`config.mk`:
```
export PLATFORM = sky130hd
export DESIGN_NAME = disc_write_fault_detector
export DESIGN_NICKNAME = d
export VERILOG_FILES = /design/src/hdl/write_fault_pkg.sv /design/src/hdl/disc_write_fault_detector.sv
export SDC_FILE = /design/constraint.sdc
export NUM_CORES = 1
export LEC_CHECK = 0
export BUFFER_PORTS_ARGS = -buffer_cell sky130_fd_sc_hd__buf_2
export CAP_MARGIN = 20
export CORE_AREA = 5 5 42 44
export DETAILED_ROUTE_END_ITERATION = 10
export DIE_AREA = 0 0 47 49
export GPL_TIMING_DRIVEN = 0
export SLEW_MARGIN = 10
export SYNTH_ARGS = -nofsm -noshare
export SYNTH_HDL_FRONTEND = slang
export SYNTH_SLANG_ARGS = --single-unit
```
`constraint.sdc`:
```
create_clock -name clk_sys_i -period 3.6 [get_ports clk_sys_i]
set_input_delay 0.72 -clock clk_sys_i [delete_from_list [all_inputs] [get_ports clk_sys_i]]
set_output_delay 0.72 -clock clk_sys_i [all_outputs]
set_load 0.005 [all_outputs]
```
`src/hdl/write_fault_pkg.sv`:
```
// Package with state layout and constants for the read/write fault supervisor
package write_fault_pkg;

  // Status bit positions for the drive fault status word
  localparam int STAT_OFF_CYL_BIT = 4;
  localparam int STAT_RD_WR_BIT = 5;
  localparam int STAT_WIDTH = 8;

  // Reset values of the fault latches
  localparam logic FAULT_RST = 1'h0;

  // Latched fault flip-flops
  typedef struct packed {
    logic off_cyl;
    logic rd_wr;
    logic no_ac;
    logic multi_head;
  } fault_flops_s;

  // Monitored drive conditions
  typedef struct packed {
    logic write_mode;
    logic heads_settled_n;
    logic read_gate_active;
    logic ac_write_current_present;
    logic multi_head_select_n;
    logic write_current_applied;
  } monitor_s;

  // Low-true indicator outputs
  typedef struct packed {
    logic off_cyl_fault_ind_n;
    logic rd_wr_fault_ind_n;
    logic no_ac_fault_ind_n;
    logic multi_head_fault_ind_n;
    logic nondestructive_summary_n;
    logic destructive_summary_n;
    logic any_write_fault_n;
    logic fault_lamp_n;
  } indicators_s;

endpackage

```
`src/hdl/disc_write_fault_detector.sv`:
```
// Read/write fault supervisor: latches write faults, drives indicators and unload request
// Summary of operation
// - Latch off-cylinder fault when writing, heads unsettled, no fault latched.
// - Off-cylinder fault drives its indicator, nondestructive summary low, status bit 4.
// - Latch read-during-write fault when read gate active while writing, none latched.
// - Read-during-write fault drives its indicator, nondestructive summary low, status bit 5.
// - Nondestructive clear from power-on start, run switch, or clear command.
// - Any latched fault drives common fault line low and blocks further sets.
// - Each nondestructive fault also lights the drive fault lamp low.
// - Writing without AC current latches no-AC fault, indicator and destructive summary.
// - Multi-head select low latches multi-head fault, indicator and destructive summary.
// - Write current without write mode is a destructive fault.
// - Current-without-gate sets both no-AC and multi-head flip-flops.
// - Destructive faults request head unload; nondestructive ones do not.
// - Destructive flops clear only on power-on start or run switch.
// - Unload request is a level held while a destructive flop is set; the sequencer runs the steps.
`timescale 1ns/10ps
module disc_write_fault_detector
  import write_fault_pkg::*;
(
  // Clock and reset
  input wire logic clk_sys_i,
  input wire logic rst_i,
  // Monitored conditions
  input wire monitor_s mon_i,
  // Clear sources
  input wire logic power_on_sequence_start_i,
  input wire logic run_switch_run_i,
  input wire logic clear_fault_command_i,
  // Indicator lines
  output indicators_s ind_o,
  output logic [STAT_WIDTH-1:0] fault_status_o,
  // Head unload request to the sequencer
  output logic head_retract_request_o
);

  // Whole module state
  typedef struct packed {
    fault_flops_s flt;
  } state_s;

  state_s state_reg;
  state_s state_next;
  logic nondestructive_clear;
  logic destructive_clear;
  logic any_fault;
  logic set_off_cyl;
  logic set_rd_wr;
  logic set_no_ac;
  logic set_multi_head;
  logic current_without_gate_fault;

  // Clear decode
  assign nondestructive_clear = power_on_sequence_start_i | run_switch_run_i
                              | clear_fault_command_i;
  assign destructive_clear = power_on_sequence_start_i | run_switch_run_i;

  // Fault detection gated by the common fault line
  assign any_fault = |state_reg.flt;
  assign set_off_cyl = mon_i.write_mode & mon_i.heads_settled_n & ~any_fault;
  assign set_rd_wr = mon_i.write_mode & mon_i.read_gate_active & ~any_fault;
  assign current_without_gate_fault = mon_i.write_current_applied & ~mon_i.write_mode
                                    & ~any_fault;
  assign set_no_ac = (mon_i.write_mode & ~mon_i.ac_write_current_present & ~any_fault)
                   | current_without_gate_fault;
  assign set_multi_head = (~mon_i.multi_head_select_n & ~any_fault)
                        | current_without_gate_fault;

  // Next-state: clears win over sets
  always_comb begin
    state_next = state_reg;
    if (nondestructive_clear) begin
      state_next.flt.off_cyl = 1'h0;
      state_next.flt.rd_wr = 1'h0;
    end else begin
      if (set_off_cyl) begin
        state_next.flt.off_cyl = 1'h1;
      end
      if (set_rd_wr) begin
        state_next.flt.rd_wr = 1'h1;
      end
    end
    if (destructive_clear) begin
      state_next.flt.no_ac = 1'h0;
      state_next.flt.multi_head = 1'h0;
    end else begin
      if (set_no_ac) begin
        state_next.flt.no_ac = 1'h1;
      end
      if (set_multi_head) begin
        state_next.flt.multi_head = 1'h1;
      end
    end
  end

  // State register
  always_ff @(posedge clk_sys_i) begin
    if (rst_i) begin
      state_reg <= '{flt: '{FAULT_RST, FAULT_RST, FAULT_RST, FAULT_RST}};
    end else begin
      state_reg <= state_next;
    end
  end

  // Indicator outputs straight from the latches
  always_comb begin
    ind_o.off_cyl_fault_ind_n = ~state_reg.flt.off_cyl;
    ind_o.rd_wr_fault_ind_n = ~state_reg.flt.rd_wr;
    ind_o.no_ac_fault_ind_n = ~state_reg.flt.no_ac;
    ind_o.multi_head_fault_ind_n = ~state_reg.flt.multi_head;
    ind_o.nondestructive_summary_n = ~(state_reg.flt.off_cyl | state_reg.flt.rd_wr);
    ind_o.destructive_summary_n = ~(state_reg.flt.no_ac | state_reg.flt.multi_head);
    ind_o.any_write_fault_n = ~any_fault;
    // Lamp lit by any latched fault; the unload request does not drive it
    ind_o.fault_lamp_n = ~any_fault;
  end

  // Status word and unload request
  always_comb begin
    fault_status_o = '0;
    fault_status_o[STAT_OFF_CYL_BIT] = state_reg.flt.off_cyl;
    fault_status_o[STAT_RD_WR_BIT] = state_reg.flt.rd_wr;
  end
  // Sequencer runs the ordered unload steps from this level
  assign head_retract_request_o = state_reg.flt.no_ac | state_reg.flt.multi_head;

  // Checks: a latched fault blocks every later set
  blocked_set_a: assert property (@(posedge clk_sys_i) disable iff (rst_i)
    any_fault && !destructive_clear
      |=> $stable(state_reg.flt.no_ac) && $stable(state_reg.flt.multi_head))
    else $error("fault set while another latched");
  blocked_nd_a: assert property (@(posedge clk_sys_i) disable iff (rst_i)
    any_fault && !nondestructive_clear
      |=> $stable(state_reg.flt.off_cyl) && $stable(state_reg.flt.rd_wr))
    else $error("nondestructive fault set while another latched");
  any_line_a: assert property (@(posedge clk_sys_i) disable iff (rst_i)
    ind_o.any_write_fault_n == (ind_o.nondestructive_summary_n
      && ind_o.destructive_summary_n))
    else $error("common fault line disagrees with summaries");

  // Nondestructive faults: indicator, summary, lamp and status bit
  off_cyl_set_a: assert property (@(posedge clk_sys_i) disable iff (rst_i)
    set_off_cyl && !nondestructive_clear |=> !ind_o.off_cyl_fault_ind_n
      && fault_status_o[STAT_OFF_CYL_BIT] && !ind_o.fault_lamp_n)
    else $error("off-cylinder fault not latched");
  off_cyl_pins_a: assert property (@(posedge clk_sys_i) disable iff (rst_i)
    mon_i.write_mode && mon_i.heads_settled_n && ind_o.any_write_fault_n
      && !nondestructive_clear |=> !ind_o.off_cyl_fault_ind_n)
    else $error("off-cylinder condition ignored");
  off_cyl_out_a: assert property (@(posedge clk_sys_i) disable iff (rst_i)
    !ind_o.off_cyl_fault_ind_n |-> fault_status_o[STAT_OFF_CYL_BIT]
      && !ind_o.nondestructive_summary_n && !ind_o.any_write_fault_n)
    else $error("off-cylinder outputs inconsistent");
  rd_wr_set_a: assert property (@(posedge clk_sys_i) disable iff (rst_i)
    set_rd_wr && !nondestructive_clear |=> !ind_o.rd_wr_fault_ind_n
      && fault_status_o[STAT_RD_WR_BIT] && !ind_o.nondestructive_summary_n)
    else $error("read-during-write fault not latched");
  rd_wr_pins_a: assert property (@(posedge clk_sys_i) disable iff (rst_i)
    mon_i.write_mode && mon_i.read_gate_active && ind_o.any_write_fault_n
      && !nondestructive_clear |=> !ind_o.rd_wr_fault_ind_n)
    else $error("read-during-write condition ignored");
  rd_wr_out_a: assert property (@(posedge clk_sys_i) disable iff (rst_i)
    !ind_o.rd_wr_fault_ind_n |-> fault_status_o[STAT_RD_WR_BIT]
      && !ind_o.nondestructive_summary_n && !ind_o.any_write_fault_n)
    else $error("read-during-write outputs inconsistent");
  nd_lamp_a: assert property (@(posedge clk_sys_i) disable iff (rst_i)
    !ind_o.nondestructive_summary_n |-> !ind_o.fault_lamp_n)
    else $error("lamp dark on nondestructive fault");
  nd_clear_a: assert property (@(posedge clk_sys_i) disable iff (rst_i)
    nondestructive_clear |=> ind_o.nondestructive_summary_n)
    else $error("nondestructive clear failed");

  // Destructive faults: indicators, summary and unload request
  no_ac_set_a: assert property (@(posedge clk_sys_i) disable iff (rst_i)
    mon_i.write_mode && !mon_i.ac_write_current_present && !any_fault && !destructive_clear
      |=> !ind_o.no_ac_fault_ind_n)
    else $error("no-AC fault not latched");
  no_ac_out_a: assert property (@(posedge clk_sys_i) disable iff (rst_i)
    !ind_o.no_ac_fault_ind_n |-> !ind_o.destructive_summary_n && !ind_o.any_write_fault_n)
    else $error("no-AC outputs inconsistent");
  mh_set_a: assert property (@(posedge clk_sys_i) disable iff (rst_i)
    !mon_i.multi_head_select_n && !any_fault && !destructive_clear
      |=> head_retract_request_o && !ind_o.multi_head_fault_ind_n)
    else $error("multi-head fault not latched");
  mh_out_a: assert property (@(posedge clk_sys_i) disable iff (rst_i)
    !ind_o.multi_head_fault_ind_n |-> !ind_o.destructive_summary_n
      && !ind_o.any_write_fault_n)
    else $error("multi-head outputs inconsistent");
  cwg_pins_a: assert property (@(posedge clk_sys_i) disable iff (rst_i)
    mon_i.write_current_applied && !mon_i.write_mode && ind_o.any_write_fault_n
      && !destructive_clear |=> !ind_o.destructive_summary_n && head_retract_request_o)
    else $error("current-without-gate not declared");
  cwg_both_a: assert property (@(posedge clk_sys_i) disable iff (rst_i)
    current_without_gate_fault && !destructive_clear |=> !ind_o.no_ac_fault_ind_n
      && !ind_o.multi_head_fault_ind_n && !ind_o.destructive_summary_n)
    else $error("current-without-gate did not set both");
  d_unload_a: assert property (@(posedge clk_sys_i) disable iff (rst_i)
    !ind_o.destructive_summary_n |-> head_retract_request_o)
    else $error("no unload on destructive fault");
  nd_no_unload_a: assert property (@(posedge clk_sys_i) disable iff (rst_i)
    !ind_o.nondestructive_summary_n && ind_o.destructive_summary_n
      |-> !head_retract_request_o)
    else $error("unload on nondestructive fault");
  unload_lamp_a: assert property (@(posedge clk_sys_i) disable iff (rst_i)
    head_retract_request_o |-> !ind_o.fault_lamp_n)
    else $error("unload without fault lamp");

  // Clears: command spares destructive flops, clears beat sets
  d_clear_a: assert property (@(posedge clk_sys_i) disable iff (rst_i)
    clear_fault_command_i && !destructive_clear && head_retract_request_o
      |=> head_retract_request_o)
    else $error("clear command cleared destructive fault");
  clear_wins_a: assert property (@(posedge clk_sys_i) disable iff (rst_i)
    destructive_clear |=> ind_o.destructive_summary_n && ind_o.nondestructive_summary_n
      && !head_retract_request_o)
    else $error("set beat the clear");

  // Scenarios
  off_cyl_c: cover property (@(posedge clk_sys_i) disable iff (rst_i) set_off_cyl);
  rd_wr_c: cover property (@(posedge clk_sys_i) disable iff (rst_i) set_rd_wr);
  cwg_c: cover property (@(posedge clk_sys_i) disable iff (rst_i) current_without_gate_fault);
  clr_c: cover property (@(posedge clk_sys_i) disable iff (rst_i)
    head_retract_request_o ##1 destructive_clear);
  blk_c: cover property (@(posedge clk_sys_i) disable iff (rst_i)
    !ind_o.any_write_fault_n && !mon_i.multi_head_select_n);

endmodule

```
# Word-level counts from Yosys, hierarchy flattened
# Index checks and enable logic that the tools add are counted.
# word_totals
word_cells,32
ff_bits,4
input_bits,11
# classes
n_reduce_logical,3
bitwise,25
# ops
operator,n
1-bit NOT,10
1-bit AND,9
1-bit bitwise OR,6
2-bit OR reduction,2
4-bit OR reduction,1

# Depth between registers and ports, before layout
# depth
word_depth,4
ltp_mapped,4
mapped_depth_nobuf,4

# Least setup slack after synthesis
# No wires, ideal clock.
# synth_timing
path_kind,flip-flop to output port
start,"register state_reg, in the netlist fault_status_o[5]"
end,output port ind_o[1] (netlist name)
path_stages_with_launch,4
t_arrival_ps,1053
path_buffers,1
slack_ps,1827
cell_sequence,dfxtp_1 > or4_4 > inv_2 > buf_4
# synth_lines
element,line_no,rtl
start: declaration,disc_write_fault_detector.sv:42,state_s state_reg;
start signal: assignment,disc_write_fault_detector.sv:99,"state_reg <= '{flt: '{FAULT_RST, FAULT_RST, FAULT_RST, FAULT_RST}};"
start signal: assignment,disc_write_fault_detector.sv:101,state_reg <= state_next;
end: declaration,disc_write_fault_detector.sv:31,"output indicators_s ind_o,"

==> flow_metrics.py <==
metrics = {
    "final_layout": {
        "layout.nets": 77,
        "fill_cells": 173,
        "drive_gt1_share_pct": 54.7,
        "diodes": 0,
        "syn_to_final_growth_pct": 63.0,
    },
    "placed_design": {
        "dp_hpwl_um": 584,
        "port-buffer-count": 21,
        "place_congestion": 0.692,
    },
    "setup_path": {
        "start_kind": "register",
        "critPathKind": "register to output port",
        "worstPathArrival_ns": 1.40,
        "required_ns": 2.88,
        "startpoint": "fault_status_o[5]",
        "cp-end-kind": "output port",
        "crit_path_max_fanout": 5,
        "rr_startpoint": "fault_status_o[5]",
    },
    "floorplan": {
        "die_width_um": 47,
        "io_pins": 28,
        "die_area_um2": 2300,
        "start_util_pct": 18.8,
        "die_height_um": 49,
        "core_um2": 1400,
        "rows": 14,
    },
    "detailed_routing": {
        "vias": 290,
        "wl_per_cell_um": 8.11,
        "drc": 0,
        "vias_per_cell": 3.63,
        "drt_iter0_drc": 1,
        "ant_nets": 0,
        "wirelength_um": 649,
        "firstDrtPassIters": 2,
    },
    "sta": {
        "fin_tns_setup_ns": 0,
        "rsz0062_at_grt": "false",
        "layout_min_cycle_time_ns": 2.12,
        "fmax_ghz": 0.471,
        "skew_ns": 0.00131,
        "hold_viol": 0,
        "fin_crit_sh_pct": 59.0,
        "drv_slew": 0,
        "hold_ws_ns": 0.515,
        "setup_viol": 0,
    },
    "grt": {
        "overflow": 0,
        "grt_first_pass_wirelength_mm": 1.01,
        "antenna_found_initial": 0,
        "grt_max_degree": 6,
        "grtUsageTotal_pct": 6.62,
        "first_global_vias": 273,
    },
    "clocking": {
        "cts_hold_buf": 0,
        "numCtsBuffers": 3,
        "clockBufferDepth": 2,
        "clk_pin_slew_ns": 0.04,
        "ctsResizeCount": 0,
        "clock-root-buffer": "clkbuf_4",
        "clock_sinks": 4,
        "post-cts-setup-buffers": 0,
        "clk_latency_ns": 0.23,
        "cts_tree": "done",
        "htreeDepth": 1,
    },
    "pwr": {
        "cellPowerDensity_nw_per_um2": 298,
        "leakagePower_nw": 0.227,
        "peakVddDrop_v": 0.000102,
    },
    "synth": {
        "post_synth_num_cell_types": 13,
        "seq_area_frac_synth_pct": 30.3,
        "netlist_instances": 35,
        "yosysWarnings": 0,
        "syn_area_um2": 264,
        "synth_area_per_cell_um2": 7.54,
        "ys_seq_elements": 4,
    },
    "hold_path": {
        "hold_class": "register to register",
        "holdCritStartpoint": "state_reg[0]",
    },
    "run_status": {
        "run_status": "completed",
    },
    "run": {
        "maxCapViolations": 0,
    },
}
[metal layers]
layer,vias to the layer above,global-route usage [%],routed length (um)
met1,119,6.58,229
met3,0,3.32,108
met4,0,6.91,0
li1,156,-,-
met5,-,0,0
met2,15,9.05,311
[Yosys cell counts, drive strengths merged]
| cell | number | share of area, % |
|---|---|---|
| a21oi | 2 | 3.8 |
| dfxtp | 4 | 30 |
| or4 | 1 | 4.3 |
| nand2b | 2 | 4.7 |
| nor3 | 3 | 5.7 |
| buf | 9 | 26 |
| o21a | 2 | 5.7 |
| or3 | 1 | 2.4 |
| nor2 | 2 | 2.8 |
| conb | 1 | 1.4 |
| inv | 6 | 8.5 |
| a31oi | 2 | 4.7 |
[final timing paths]
kind                       endpoint  slack (ns)  depth (start not counted)
hold reg to reg        state_reg[0]        0.52                          1
hold / removal         state_reg[0]        0.52                          1
setup / recovery           ind_o[1]        1.48                          4
setup reg to reg  fault_status_o[5]        2.34                          4
[stage by stage]
step / setup slack [ns] / std cells / instance area [um2] / util [%] / power [mW]
after floorplan: 1.83 / 40 / 283 / - / 0.0635
after CTS: 1.46 / 80 / 430 / 30.7 / 0.132
final: 1.48 / 80 / 430 / 30.7 / 0.128
after global routing: 1.41 / 80 / 430 / 30.7 / 0.139
after global placement: 1.72 / 77 / 408 / 29.1 / 0.0746
after detailed placement: 1.71 / 77 / 408 / 29.1 / 0.0751
[final cells by class]
class	instances	area [um2]	area share, %
repair buffers	21	105	24.4
multi-input cells	21	113	26.2
flip-flops and latches	4	80.1	18.6
inverters	6	22.5	5.23
clock buffers	3	22.5	5.23
well taps	16	20.0	4.65
plain buffers	9	67.6	15.7
[power by group]
| group | internal (mW) | switching [mW] |
|---|---|---|
| sequential | 0.0456 | 0.00100 |
| clock | 0.0372 | 0.0165 |
| combinational | 0.0164 | 0.0114 |
| total | 0.0992 | 0.0289 |
[critical path, stage by stage (launching register included)]
cell     delay, ns
dfxtp_1       0.33
or4_4         0.55
inv_2         0.09
buf_4         0.10
buf_2         0.09
[cells by family (layout without fill, tap and decap cells)]
family          count (synthesis)  in the layout  share of synthesized area [%]
compound gates                  6              6                           14.2
flops                           4              4                           30.3
buf+inv                        15             39                           34.1
other cells                     1              6                           1.42
simple gates                    9              9                           19.9
[placed cells by master (no fill, tap or decap)]
master	n
buf_2	21
buf_4	9
conb_1	6
inv_1	5
dfxtp_1	4
nor3_1	3
clkbuf_4	3
nor2_1	2
nand2b_1	2
a21oi_1	2
o21a_1	2
a31oi_1	2
or4_4	1
inv_2	1
or3_1	1
Power figures use the tool's default switching activity.
